`src/common/cgl_pkg.sv`:
```
// Package of constants and types for the clock output gating and loss block.
package cgl_pkg;

  // ----------------------------------------------------------------
  // Sizes and clock rate
  // ----------------------------------------------------------------
  localparam int N_OUT = 8;        // Gated clock outputs.
  localparam int N_IN = 2;         // Reference input clocks.
  localparam int ADDR_W = 8;       // APB byte address width.
  localparam int CNT_W = 16;       // Idle counter width.
  localparam int EDGE_W = 4;       // Valid edge counter width.
  localparam int CLK_MHZ = 100;    // System clock rate.

  // ----------------------------------------------------------------
  // Times
  // ----------------------------------------------------------------
  localparam int LOS_TIME_NS = 200;  // Silence that counts as loss.
  localparam int LOS_CYC = (LOS_TIME_NS * CLK_MHZ + 999) / 1000;
  localparam int VALID_EDGES = 4;    // Rising edges that prove a clock.

  // ----------------------------------------------------------------
  // Register indices (byte address is four times the index)
  // ----------------------------------------------------------------
  localparam logic [5:0] IDX_OUT_EN = 6'h10;  // Per-output enable bits.
  localparam logic [5:0] IDX_CTRL = 6'h11;    // Input select and parking.
  localparam logic [5:0] IDX_IN_CFG = 6'h23;  // Input bias and termination.
  localparam logic [5:0] IDX_EVT = 6'h27;     // Sticky loss events.
  localparam logic [5:0] IDX_EVT_MASK = 6'h28; // Interrupt mask.
  localparam logic [5:0] IDX_STATE = 6'h29;   // Live state.

  // ----------------------------------------------------------------
  // Field positions and reset values
  // ----------------------------------------------------------------
  localparam int CTRL_SEL_BIT = 0;
  localparam int CTRL_PARK_BIT = 1;
  localparam int EVT_LSB = 1;           // Input 0 event at bit 1, input 1 at bit 2.
  localparam int ST_LOS_BIT = 0;
  localparam int ST_GATE_LSB = 8;
  localparam logic OUT_EN_RST = 1'b1;
  localparam logic PARK_RST = 1'b1;
  localparam logic LOS_RST = 1'b1;
  localparam int IN_CFG_W = 4; // Two configuration bits per input.
  localparam int CFG_TERM0_BIT = 0; // Receiver termination of input 0.
  localparam int CFG_BIAS0_BIT = 1; // Coupling bias of input 0.
  localparam int CFG_TERM1_BIT = 2; // Receiver termination of input 1.
  localparam int CFG_BIAS1_BIT = 3; // Coupling bias of input 1.
  localparam logic [IN_CFG_W-1:0] IN_CFG_RST = 4'h0;

  // Whole state of the block, registered in one place.
  typedef struct packed {
    logic [31:0] rdata;
    logic err;
    logic [N_OUT-1:0] out_en;
    logic sel;
    logic park;
    logic [IN_CFG_W-1:0] in_cfg;
    logic [N_IN-1:0] evt;
    logic [N_IN-1:0] mask;
    logic [N_IN-1:0] ref_s1;
    logic [N_IN-1:0] ref_s2;
    logic ref_prev;
    logic [N_OUT-1:0] oen_s1;
    logic [N_OUT-1:0] oen_s2;
    logic [CNT_W-1:0] idle_cnt;
    logic [EDGE_W-1:0] edge_cnt;
    logic los;
    logic [N_OUT-1:0] gate;
    logic [N_OUT-1:0] out_t;
    logic [N_OUT-1:0] out_c;
  } cgl_state_t;

  // APB request grouped as it travels.
  typedef struct packed {
    logic psel;
    logic penable;
    logic pwrite;
    logic [ADDR_W-1:0] paddr;
    logic [31:0] pwdata;
  } cgl_apb_req_t;

endpackage : cgl_pkg

```
`src/rtl/cgl_top.sv`:
```
// Clock output gating, loss detection and parking with an APB register file.
//
// Implementation choices: the register addresses and the APB interface to the registers.
`timescale 1ns/1ps

module cgl_top import cgl_pkg::*; (
  // Clock and reset.
  input wire logic clk,
  input wire logic rst,
  // APB slave.
  input wire cgl_apb_req_t apb_req,
  output logic pready,
  output logic pslverr,
  output logic [31:0] prdata,
  // Reference clocks and enable pins, asynchronous to clk.
  input wire logic [N_IN-1:0] reference_input_clock,
  input wire logic [N_OUT-1:0] output_enable_n_pin,
  // Enable from the side-band logic of the unit, on clk.
  input wire logic [N_OUT-1:0] sideband_en,
  // Gated clock outputs, true and complement.
  output logic [N_OUT-1:0] clk_out_t,
  output logic [N_OUT-1:0] clk_out_c,
  // Open-drain loss indicator and input configuration.
  output logic loss_indicator_n_pin_o,
  output logic loss_indicator_n_pin_oe,
  output logic [N_IN-1:0] ac_coupled_bias_enable,
  output logic [N_IN-1:0] rx_term_enable,
  // Interrupt.
  output logic irq
);

  // ----------------------------------------------------------------
  // State and decode
  // ----------------------------------------------------------------
  cgl_state_t st_q;  // Registered state.
  cgl_state_t st_d;  // Next state.
  logic [5:0] idx;   // Word index of the access.
  logic setup;       // Setup phase of a transfer.
  logic wr_go;       // Write taking effect this edge.
  logic cur_clk;     // Synchronised sample of the selected input.
  logic edge_seen;   // Any change on the selected input.
  logic rise_seen;   // Rising change on the selected input.
  logic [N_OUT-1:0] en_all;  // All enables combined.

  assign idx = apb_req.paddr[ADDR_W-1:2];
  assign setup = apb_req.psel && !apb_req.penable;
  assign wr_go = apb_req.psel && apb_req.penable && apb_req.pwrite && !st_q.err;

  // Zero wait states: data and error were latched in setup.
  assign pready = apb_req.psel && apb_req.penable;
  assign pslverr = pready && st_q.err;
  assign prdata = st_q.rdata;

  assign cur_clk = st_q.ref_s2[st_q.sel];
  assign edge_seen = cur_clk != st_q.ref_prev;
  assign rise_seen = cur_clk && !st_q.ref_prev;

  assign en_all = st_q.out_en & ~st_q.oen_s2 & sideband_en;

  // Read value for an index; unmapped indices are flagged separately.
  function automatic logic [31:0] read_mux(input cgl_state_t s, input logic [5:0] i);
    logic [31:0] v;
    v = '0;
    case (i)
      IDX_OUT_EN: v[N_OUT-1:0] = s.out_en;
      IDX_CTRL: begin
        v[CTRL_SEL_BIT] = s.sel;
        v[CTRL_PARK_BIT] = s.park;
      end
      IDX_IN_CFG: v[IN_CFG_W-1:0] = s.in_cfg;
      IDX_EVT: v[EVT_LSB +: N_IN] = s.evt;
      IDX_EVT_MASK: v[EVT_LSB +: N_IN] = s.mask;
      IDX_STATE: begin
        v[ST_LOS_BIT] = s.los;
        v[ST_GATE_LSB +: N_OUT] = s.gate;
      end
      default: v = '0;
    endcase
    return v;
  endfunction : read_mux

  // Recognised register indices.
  function automatic logic mapped(input logic [5:0] i);
    return (i == IDX_OUT_EN) || (i == IDX_CTRL) || (i == IDX_IN_CFG) ||
           (i == IDX_EVT) || (i == IDX_EVT_MASK) || (i == IDX_STATE);
  endfunction : mapped

  // ----------------------------------------------------------------
  // Next-state logic
  // ----------------------------------------------------------------
  // All state is computed here and registered below.
  always_comb begin
    st_d = st_q;

    // Two-flop synchronisers for the pins.
    st_d.ref_s1 = reference_input_clock;
    st_d.ref_s2 = st_q.ref_s1;
    st_d.oen_s1 = output_enable_n_pin;
    st_d.oen_s2 = st_q.oen_s1;
    st_d.ref_prev = cur_clk;

    // Setup phase latches read data and the error answer.
    if (setup) begin
      st_d.err = !mapped(idx) || (apb_req.paddr[1:0] != 2'b00);
      st_d.rdata = read_mux(st_q, idx);
    end

    // Register writes.
    if (wr_go) begin
      case (idx)
        IDX_OUT_EN: st_d.out_en = apb_req.pwdata[N_OUT-1:0];
        IDX_CTRL: begin
          st_d.sel = apb_req.pwdata[CTRL_SEL_BIT];
          st_d.park = apb_req.pwdata[CTRL_PARK_BIT];
        end
        IDX_IN_CFG: st_d.in_cfg = apb_req.pwdata[IN_CFG_W-1:0];
        IDX_EVT_MASK: st_d.mask = apb_req.pwdata[EVT_LSB +: N_IN];
        default: st_d.mask = st_q.mask;
      endcase
    end

    if (wr_go && idx == IDX_EVT) begin
      st_d.evt = st_q.evt & ~apb_req.pwdata[EVT_LSB +: N_IN];
    end

    // Loss detector: count silence, then count edges back to valid.
    // idle counter saturates, no timeout
    if (edge_seen) begin
      st_d.idle_cnt = '0;
    end else if (st_q.idle_cnt != CNT_W'(LOS_CYC)) begin
      st_d.idle_cnt = st_q.idle_cnt + 1'b1;
    end
    if (!edge_seen && st_q.idle_cnt == CNT_W'(LOS_CYC - 1)) begin
      st_d.los = 1'b1;
      st_d.edge_cnt = '0;
    end else if (st_q.los && rise_seen) begin
      if (st_q.edge_cnt == EDGE_W'(VALID_EDGES - 1)) begin
        st_d.los = 1'b0;
        st_d.edge_cnt = '0;
      end else begin
        st_d.edge_cnt = st_q.edge_cnt + 1'b1;
      end
    end
    // A change of selection starts proof afresh, since the new input is unknown.
    if (wr_go && idx == IDX_CTRL && apb_req.pwdata[CTRL_SEL_BIT] != st_q.sel) begin
      st_d.los = 1'b1;
      st_d.edge_cnt = '0;
      st_d.idle_cnt = '0;
    end

    // flag of the selected input
    // A new loss wins over a clear in the same cycle.
    if (!st_q.los && st_d.los) begin
      st_d.evt[st_q.sel] = 1'b1;
    end

    // Gate update: the combined enable is taken only while the clock is low.
    // switch only while low
    for (int i = 0; i < N_OUT; i++) begin
      if (!cur_clk) begin
        st_d.gate[i] = en_all[i];
      end
    end
    // parking after loss
    // A stopped clock has no low phase to wait for, so parking acts at once.
    if (st_q.los && st_q.park) begin
      st_d.gate = '0;
    end

    // Outputs follow the sampled clock through the gate.
    // disabled output low/low
    st_d.out_t = {N_OUT{cur_clk}} & st_q.gate;
    st_d.out_c = {N_OUT{!cur_clk}} & st_q.gate;
    if (st_q.los && st_q.park) begin
      st_d.out_t = '0;
      st_d.out_c = '0;
    end
  end

  // ----------------------------------------------------------------
  // State register
  // ----------------------------------------------------------------
  // Synchronous reset puts every field at its defined value.
  always_ff @(posedge clk) begin
    if (rst) begin
      st_q <= '0;
      st_q.out_en <= {N_OUT{OUT_EN_RST}};
      st_q.park <= PARK_RST;
      st_q.in_cfg <= IN_CFG_RST;
      st_q.los <= LOS_RST;
      st_q.oen_s1 <= '1;
      st_q.oen_s2 <= '1;
    end else begin
      st_q <= st_d;
    end
  end

  // ----------------------------------------------------------------
  // Outputs
  // ----------------------------------------------------------------
  assign clk_out_t = st_q.out_t;
  assign clk_out_c = st_q.out_c;
  // open drain, pulled low on loss
  assign loss_indicator_n_pin_o = 1'b0;
  assign loss_indicator_n_pin_oe = st_q.los;
  assign rx_term_enable = {st_q.in_cfg[CFG_TERM1_BIT], st_q.in_cfg[CFG_TERM0_BIT]};
  assign ac_coupled_bias_enable = {st_q.in_cfg[CFG_BIAS1_BIT], st_q.in_cfg[CFG_BIAS0_BIT]};
  // Level interrupt while an unmasked event stands.
  assign irq = |(st_q.evt & st_q.mask);
endmodule : cgl_top

```
`config.mk`:
```
export PLATFORM = sky130hd
export DESIGN_NAME = cgl_top
export DESIGN_NICKNAME = d
export VERILOG_FILES = /design/src/common/cgl_pkg.sv /design/src/rtl/cgl_top.sv
export SDC_FILE = /design/constraint.sdc
export NUM_CORES = 1
export LEC_CHECK = 0
export ABC_AREA = 1
export BUFFER_PORTS_ARGS = -buffer_cell sky130_fd_sc_hd__buf_2
export CORE_ASPECT_RATIO = 0.8
export CORE_MARGIN = 1.5
export CORE_UTILIZATION = 56
export CTS_BUF_LIST = sky130_fd_sc_hd__clkbuf_8 sky130_fd_sc_hd__clkbuf_16
export CTS_CLUSTER_SIZE = 24
export DETAILED_ROUTE_END_ITERATION = 16
export PLACE_DENSITY = 0.84
export SYNTH_ARGS = -nofsm -noshare
export SYNTH_HDL_FRONTEND = slang
export SYNTH_SLANG_ARGS = --single-unit
export TNS_END_PERCENT = 20
```
`constraint.sdc`:
```
create_clock -name clk -period 5 [get_ports clk]
set_input_delay 0.5 -clock clk [delete_from_list [all_inputs] [get_ports clk]]
set_output_delay 0.5 -clock clk [all_outputs]
set_load 0.03 [all_outputs]
```
==> results of run 1 <==
metal layers:
metal | routed length, um | track usage [%] | vias to the layer above | share of wire [%]
met2 | 4230 | 34.7 | 141 | 46
met1 | 4050 | 28.0 | 1639 | 44
met5 | 0 | 0 | - | 0
li1 | - | - | 1796 | -
met4 | 148 | 8.36 | 0 | 1.6
met3 | 699 | 5.22 | 15 | 7.7
cells by family after synthesis:
kind of cell,count (synthesis)
xor gates and xnor gates,5
buffers and inverters,122
AOI/OAI and AO/OA,82
and+or+nand+nor,246
DFF,101
adders and majority gates,4
other,1
power breakdown:
part | internal (W) | switching, W
clock network | 0.000190 | 0.000300
logic | 0.0000361 | 0.0000857
registers | 0.000822 | 0.00000908
cell type report:
class,count,area share (%)
Timing Repair Buffer,80,8.56
Multi-Input combinational cell,354,37.6
Tap cell,105,2.77
Inverter,57,4.52
Sequential cell,101,42.7
Clock buffer,9,2.61
Clock inverter,7,1.24
cells in the final DEF, fill, tap and decap left out, drive strengths merged, types with 5 or more instances in the layout:
| cell type | synthesis | routed |
|---|---|---|
| nand2 | 106 | 106 |
| o21ai | 29 | 29 |
| a21oi | 45 | 45 |
| nor3 | 8 | 8 |
| nand3 | 33 | 33 |
| buf | 57 | 80 |
| or2 | 22 | 22 |
| nand4 | 11 | 11 |
| conb | 1 | 17 |
| o211ai | 5 | 5 |
| inv | 57 | 62 |
| dfxtp | 101 | 101 |
| nor2 | 65 | 65 |
| clkbuf | 8 | 9 |
worst paths after layout:
check	startpoint	endpoint	slack, ns	cells past startpoint
worst max-delay path	st_q[75]	st_q[25]	2.68	10
worst min-delay path	output_enable_n_pin[0]	st_d[45]	0.30	2
worst max register to register	st_q[75]	st_q[25]	2.68	10
worst min register to register	st_d[63]	st_q[63]	0.42	2
critical path, stage by stage, from the launching register on:
cell and delay (ns):
dfxtp_1 0.45, inv_2 0.08, or2_1 0.22, o21ai_2 0.29, inv_2 0.23, ha_1 0.37, nand3_1 0.10, nor2_1 0.04
nand2_1 0.09, nand3_1 0.15, a21oi_1 0.20
state kept, by name, summed over array words and instances (netlist names):
signal                   count
prdata                      16
loss_indicator_n_pin_oe      1
ac_coupled_bias_enable       2
rx_term_enable               2
st_d                        10
clk_out_t                    8
st_q                        54
clk_out_c                    8
metrics by stage:
stage / total power (W) / utilization, % / hold slack, ns / cells / cell area (um^2)
after floorplan: 0.000954 / - / 0.388 / 577 / 4480
after global placement: 0.000967 / 60.5 / 0.395 / 697 / 4560
after detailed placement: 0.000971 / 60.5 / 0.397 / 697 / 4560
after CTS: 0.00145 / 62.9 / 0.288 / 713 / 4740
after global routing: 0.00149 / 62.9 / 0.290 / 713 / 4740
final: 0.00144 / 62.9 / 0.297 / 713 / 4740
==> run metrics, run 1 <==
status finished clean; area of the multi-input gates roughly 1800 um^2; min cycle time layout about 2.3 ns; htree depth 3; RSZ-0062 raised after global routing false; final wirelength 9120 um; DP HPWL 6710 um; final setup fails 0; Die Span Y 82.5 um; Period Utilization, post-route 46.4%; Clock Sinks 101; Peak VDD IR 0.156 mV; port bufs 78; sequential share of the synthesized area 45.8%; Critical Path RT 5.30 ns; YS warnings 0; Pleak 2.11 nW; first-pass GRT wire length 13800 um; max-cap violation count 0; leading area contributor after synthesis dfxtp_1; drt via density 5.04; drt initial violations 264; gr usage total ~21%; Adder-Cell Fraction of Synth Area around 1.1%; largest family of logic cells by synthesized area simple AND/OR/NAND/NOR gates; hold_buf cts 0; fillers 648; First-pass DRT Iterations 5; EDFF count, synth 0; storage element area slightly above 2000 um^2; mux cell area share after synthesis 0%; Power per Cell Area 304 nW/um^2; worst hold path class in2reg; Mapped Cells 561; worst setup margin roughly 2.7 ns; CTS buffer count 9; setup total negative slack 0 ns; setup repair bufs after CTS 0; area added between synthesis and finish 7.22%; pre-CTS setup slack 2.70 ns; via count 3591; #FFs+latches synth 101; Area contributors post-synth dfxtp_1 (46%), buf_4 (9.2%), nand2_1 (8.7%), a21oi_1 (4.9%), nor2_1 (4.8%); most frequent cell after synthesis nand2_1; Total Die Area about 8400 um^2; Wirelength per Cell 12.8 um; Cell variety after synth 36; Ports 120; Simple-Gate Fraction of Synth Area 26.7%; initial core utilization 58.7%; vias in the first global route just over 3000; kind of critical path reg2reg; Fmax roughly 430 MHz; clk buf depth 2; post-synthesis xor/xnor area fraction less than 1%; core area 7530 um^2; final setup skew between 0.009 and 0.01 ns; Chip Width approximately 100 um; layout cells sized above 1 between 20% and 30%; root buf cell clkbuf_8; clk_lat worst skew about 0.38 ns; share of the synthesized area in the top cell type a little under half; Slew HR 38.5%; top post-synthesis cells by count nand2_1 (103), dfxtp_1 (101), nor2_1 (56); Slew @ Worst Pin approximately 0.92 ns; Fin. Hold Viols 0; # diodes 0; Remaining Overflow, GRT 0; Top FF cell, synth dfxtp_1; Rows 28; cts repair resizes 0; Pins Over Slew Limit 0; final net count 670; number of remaining DRC errors 0; Avg Inst Size Synth 7.88 um^2; Final GP Congestion a little under 0.9; crit path DAT 2.62 ns; synthesized area ~4400 um^2; Clk pin slew, worst setup/hold paths 0.10 ns; pin count of the biggest net entering global routing 36; antenna violations before repair 0; Synth Area in Compound Gates around a tenth; Synth async-reset ratio 0%; Critical Path Fanout Max 18; antenna viol nets, final 0; CP Capture Type flop; Worst setup SP type flop; CTS tree built
Note: power is estimated with default switching activity, not from simulation.
==> run 2: changes to the inputs <==
- ABC_AREA: 1 -> 0
- CORE_UTILIZATION: 56 -> 52
- PLACE_DENSITY: 0.84 -> 0.8
- clock period: 5 -> 2.25 ns (I/O delays scaled with it)
==> run 2 against run 1 <==
Net effect:
- largest power group unchanged
- worst setup slack got worse by 2.5 ns
- critical endpoint is now st_q[68]
- non-clock buffer count increased by 4
- critical path type unchanged
- worst hold slack got worse by 0.26 ns
==> run metrics, run 2 <==
Die Span Y 84.3 um; htree depth 3; CTS buffer count 9; Peak VDD IR 0.391 mV; final wirelength 8690 um; setup repair bufs after CTS 0; Slew @ Worst Pin 0.727 ns; switching power between 0.0008 and 0.0009 W; internal power 0.00232 W; # diodes 0; sequential share of the synthesized area 47.1%; Top reg by flops st_q; Mapped Cells around 470; vias in the first global route 2878; worst hold path class in2reg; setup total negative slack 0 ns; utilization after layout 58.3%; Reg power frac 58.3%; Clk pin slew, worst setup/hold paths approximately 0.1 ns; Hold WS 0.0392 ns; EDFF count, synth 0; First-pass DRT Iterations 5; Ports 120; clk buf depth 2; gr usage total 19.9%; CP Capture Type flop; Period Utilization, post-route 93.2%; crit-path cells mux2i_1, clkinv_1, ha_1, and4bb_2, nand4_1, a2111oi_2, a31o_1; Crit path largest cell delay 0.43 ns; max-cap violation count 0; CTS tree built; Clock Sinks 101; root buf cell clkbuf_8; Top FF cell, synth dfxtp_1; most common library cell in the layout ignoring fill and taps dfxtp_1; #FFs+latches synth 101; top post-synthesis cells by count dfxtp_1 (101), buf_4 (53), nand2_1 (43); Logic pwr share slightly below 7%; Rows 29; Remaining Overflow, GRT 0; final setup fails 0; fillers 748; DP HPWL ~6400 um; final setup skew 0.0104 ns; core area 7980 um^2; Fin. Hold Viols 0; Area contributors post-synth dfxtp_1 (47%), buf_4 (9.3%), nand2_1 (3.8%), mux2i_1 (3.7%), a21oi_1 (3.6%); kind of critical path reg2reg; pre-CTS setup slack 0.155 ns; Final GP Congestion 0.886; initial core utilization 53.8%; synthesized area 4290 um^2; via count ~3200; Critical Path RT 2.56 ns; most frequent cell after synthesis dfxtp_1; Chip Width 105 um; Sw Share 26.3%; drt initial violations 172; max reg flops 54; dpl cell area 4460 um^2; RSZ-0062 raised after global routing false; status finished clean; Cell variety after synth 55; post-layout instance area ~4700 um^2; layout cells sized above 1 25.6%; Wirelength per Cell 14.0 um; Pins Over Slew Limit 0; Synth async-reset ratio 0%; leading area contributor after synthesis dfxtp_1; area added between synthesis and finish 8.42%; Slew HR between 50 and 60%; Worst setup SP type flop; Fmax between 400 and 500 MHz; share of the synthesized area in the top cell type 47.1%; most frequent cells in the layout dfxtp_1 (101), buf_2 (78), nand2_1 (43); first-pass GRT wire length 13900 um; Clock power frac 34.9%; pin count of the biggest net entering global routing 42; antenna viol nets, final 0; Pleak 1.97 nW; number of remaining DRC errors 0; antenna violations before repair 0; min cycle time layout 2.10 ns; crit path DAT between 2 and 2.5 ns; drt via density 5.23; Critical Path Fanout Max 4; port bufs 78; area of the multi-input gates 1830 um^2; YS warnings 0; clk_lat worst skew about 0.37 ns; storage element area ~2000 um^2; worst setup margin 0.152 ns; critical path's slowest cell a2111oi_2; final net count 574; Total Die Area around 8800 um^2; Avg Inst Size Synth 9.21 um^2; Power per Cell Area 675 nW/um^2
[run 2: cell types whose count changed after synthesis, sizes merged, moves of 9 or more]
cell | before | now
nand4b | 0 | 9
and2 | 0 | 20
xnor2 | 1 | 11
nand2 | 106 | 43
mux2i | 0 | 16
a21oi | 45 | 32
nor2 | 65 | 31
o21ai | 29 | 6
inv | 57 | 8
[run 2: metrics by stage]
step,power (W),std cells
floorplan,0.00204,482
global placement,0.00208,604
detailed placement,0.00209,604
CTS,0.00316,620
global route,0.00326,620
finish,0.00314,620
[run 2: critical path: cells and delay by family, from the launching register on]
| family | cells | cell delay [ns] |
|---|---|---|
| muxes | 1 | 0.25 |
| adders and majority gates | 1 | 0.30 |
| AOI/OAI and AO/OA | 2 | 0.57 |
| and+or+nand+nor | 2 | 0.43 |
| buffers and inverters | 1 | 0.12 |
| DFF | 1 | 0.37 |
[run 2: metal layers]
metal  up-vias  track usage, %  routed length (um)
met4         0            7.22                 159
li1       1600               -                   -
met2       120            31.9                3980
met1      1506            26.0                3930
met5         -               0                   0
met3        16            5.05                 609
[run 2: power groups by stage]
stage / logic, W / registers, W / clock network, W
6_report: 0.000216 / 0.00183 / 0.00110
5_1_grt: 0.000236 / 0.00184 / 0.00119
4_1_cts: 0.000216 / 0.00183 / 0.00111
3_5_place_dp: 0.000215 / 0.00187 / 0
3_3_place_gp: 0.000209 / 0.00187 / 0
2_1_floorplan: 0.000171 / 0.00187 / 0
[run 2: cells by family (layout without fill, tap and decap cells)]
family                     Yosys count  after routing  synth area share [%]
muxes                               19             19                  4.52
adders and majority gates            4              4                  1.17
xor gates and xnor gates            15             15                  3.06
AOI/OAI and AO/OA                   52             52                  7.26
DFF                                101            101                  47.1
buffers and inverters               80            110                  11.7
other                                1             17                0.0873
and+or+nand+nor                    194            194                  25.1
[run 2: final cells by class]
| class | instances | share of cell area [%] |
|---|---|---|
| tap | 108 | 2.90 |
| inverter | 10 | 0.806 |
| multi-input combinational | 301 | 39.4 |
| clock inverter | 7 | 1.48 |
| sequential | 101 | 43.4 |
| clock buffer | 9 | 2.66 |
| timing repair buffer | 84 | 9.35 |
[run 2: repair_timing]
action,4_1_cts,5_1_grt
resized for setup,0,1
endpoints found under the hold margin,0,0
endpoints found under the setup margin,0,1
hold buffers,0,0
[run 2: final timing paths]
| kind | endpoint | cells after the start | from | slack (ns) |
|---|---|---|---|---|
| setup / recovery | st_q[68] | 7 | st_q[75] | 0.15 |
| hold / removal | st_d[49] | 2 | output_enable_n_pin[4] | 0.04 |
| setup reg to reg | st_q[68] | 7 | st_q[75] | 0.15 |
| hold reg to reg | st_q[45] | 1 | st_d[45] | 0.41 |
==> run 3: changes to the inputs <==
--- a/config.mk
+++ b/config.mk
@@ -13,2 +13,3 @@
 export CTS_BUF_LIST = sky130_fd_sc_hd__clkbuf_8 sky130_fd_sc_hd__clkbuf_16
+export CTS_CLUSTER_DIAMETER = 150
 export CTS_CLUSTER_SIZE = 24
==> constraint.sdc (replaced) <==
create_clock -name clk -period 2.25 [get_ports clk]
set_input_delay 0.1125 -clock clk [delete_from_list [all_inputs] [get_ports clk]]
set_output_delay 0.1125 -clock clk [all_outputs]
set_load 0.03 [all_outputs]
==> run 3 against run 2 <==
Net effect:
- first-iteration DRC count rose by 6.4%
- critical path type unchanged
- clock skew rose by 0.0016 ns
- worst hold slack got worse by 0.020 ns
- total power rose by 3.7%
- final cell count rose by 2.6%
==> run metrics, run 3 (synthesis results as in run 2) <==
status finished clean; port bufs 78; # diodes 0; via count 3296; Die Span Y 84.3 um; core area 7980 um^2; Clk pin slew, worst setup/hold paths about 0.1 ns; Slew @ Worst Pin about 0.75 ns; clk_lat worst skew 0.37 ns; reg2reg path depth 7; Worst setup SP type flop; clk buf depth 2; most common library cell in the layout ignoring fill and taps dfxtp_1; internal power 0.00244 W; Worst Hold Depth 3; First-pass DRT Iterations 4; most frequent cells in the layout dfxtp_1 (101), buf_2 (78), nand2_1 (43); dpl cell area between 4000 and 5000 um^2; Fin. Hold Viols 0; setup total negative slack 0 ns; Peak VDD IR 0.368 mV; Period Utilization, post-route 91.1%; Critical Path RT 2.56 ns; Sw Share 25.0%; worst r2r dst st_q[68]; min-delay src sideband_en[4]; Slew HR between 40% and 50%; Ports 120; max reg flops 54; Power per Cell Area 673 nW/um^2; Top reg by flops st_q; htree depth 3; kind of critical path reg2reg; pin count of the biggest net entering global routing 27; Rows 29; Chip Width 105 um; RSZ-0062 raised after global routing false; post-layout instance area between 4000 and 5000 um^2; layout cells sized above 1 25.0%; vias in the first global route approximately 3000; antenna viol nets, final 0; Critical Path Fanout Max 2; DP HPWL 6360 um; switching power 0.000815 W; Reg power frac 56.2%; Fmax 488 MHz; drt via density 5.18; Worst R2R Start st_q[75]; CP Capture Type flop; gr usage total between 20% and 30%; CTS tree built; min cycle time layout roughly 2.0 ns; final setup skew about 0.012 ns; Wirelength per Cell 13.7 um; Clock power frac 36.6%; final wirelength 8710 um; final net count slightly below 600; first-pass GRT wire length 14200 um; final setup fails 0; root buf cell clkbuf_8; Clock Sinks 101; max-cap violation count 0; area added between synthesis and finish 12.8%; drt initial violations 183; Final GP Congestion 0.869; hold path endpoint st_q[20]; CTS buffer count 9; Logic pwr share around 7.2%; Total Die Area about 8800 um^2; initial core utilization 53.8%; number of remaining DRC errors 0; Pleak 2.05 nW; reg-to-reg slack, setup 0.20 ns; crit path DAT 2.36 ns; Remaining Overflow, GRT 0; fillers between 600 and 700; antenna violations before repair 0; worst hold path class in2reg; Pins Over Slew Limit 0
-- run 3: changes by cell type in the layout (fill, tap and decap cells not counted) --
cell,previous run,this run
inv_6,1,2
buf_4,6,7
clkinv_4,1,2
dlygate4sd3_1,0,15
a2111oi_2,1,0
clkinvlp_4,1,0
bufinv_16,0,1
clkinv_8,1,0
clkinv_2,1,0
a2111oi_4,0,1
-- run 3: final cells by class --
type / count / area, um^2 / share of cell area [%]
clock buffer: 9 / 124 / 2.56
clock inverter: 7 / 87.6 / 1.81
inverter: 10 / 37.5 / 0.775
multi-input combinational: 301 / 1850 / 38.1
sequential: 101 / 2020 / 41.7
tap: 108 / 135 / 2.79
timing repair buffer: 100 / 593 / 12.2
-- run 3: power groups by stage --
stage	clock [W]	combinational (W)	sequential, W
3_5_place_dp	0	0.000214	0.00187
5_1_grt	0.00131	0.000256	0.00184
3_3_place_gp	0	0.000209	0.00187
2_1_floorplan	0	0.000171	0.00187
4_1_cts	0.00122	0.000235	0.00183
6_report	0.00119	0.000236	0.00183
-- run 3: timing repair --
| action | CTS | global route |
|---|---|---|
| hold buffers | 15 | 0 |
| gates resized for setup | 0 | 2 |
| endpoints found under the setup margin | 0 | 1 |
| endpoints found under the hold margin | 15 | 0 |
| setup buffers | 0 | 1 |
-- run 3: metrics by stage --
step	worst slack (ns)	cells	hold slack, ns	total power (W)	utilization, %
2_1_floorplan	0.120	482	0.216	0.00204	-
3_3_place_gp	0.274	604	0.302	0.00208	55.8
3_5_place_dp	0.202	604	0.303	0.00209	55.8
4_1_cts	0.181	635	0.00695	0.00328	60.4
5_1_grt	0.00504	636	0.00111	0.00340	60.7
6_report	0.201	636	0.0190	0.00326	60.7
-- run 3: per-layer routing --
metal / vias to the layer above / share of wire [%] / global-route usage (%)
li1: 1635 / - / -
met1: 1547 / 47 / 27.0
met2: 107 / 46 / 31.9
met3: 7 / 6.3 / 5.36
met4: 0 / 0.86 / 6.23
met5: - / 0 / 0
-- run 3: worst max path at each step --
stage | endpoint | from
2_1_floorplan | st_q[68] | st_q[75]
3_3_place_gp | st_q[68] | st_q[75]
3_5_place_dp | st_q[68] | st_q[75]
4_1_cts | st_q[68] | st_q[75]
5_1_grt | st_q[68] | st_q[75]
6_report | st_q[68] | st_q[75]
-- run 3: critical path, stage by stage, from the launching register on --
cell and delay [ns]:
dfxtp_1 0.36, mux2i_1 0.24, clkinv_1 0.12, ha_1 0.30
and4bb_2 0.22, nand4_1 0.22, a2111oi_4 0.42, a31o_1 0.13
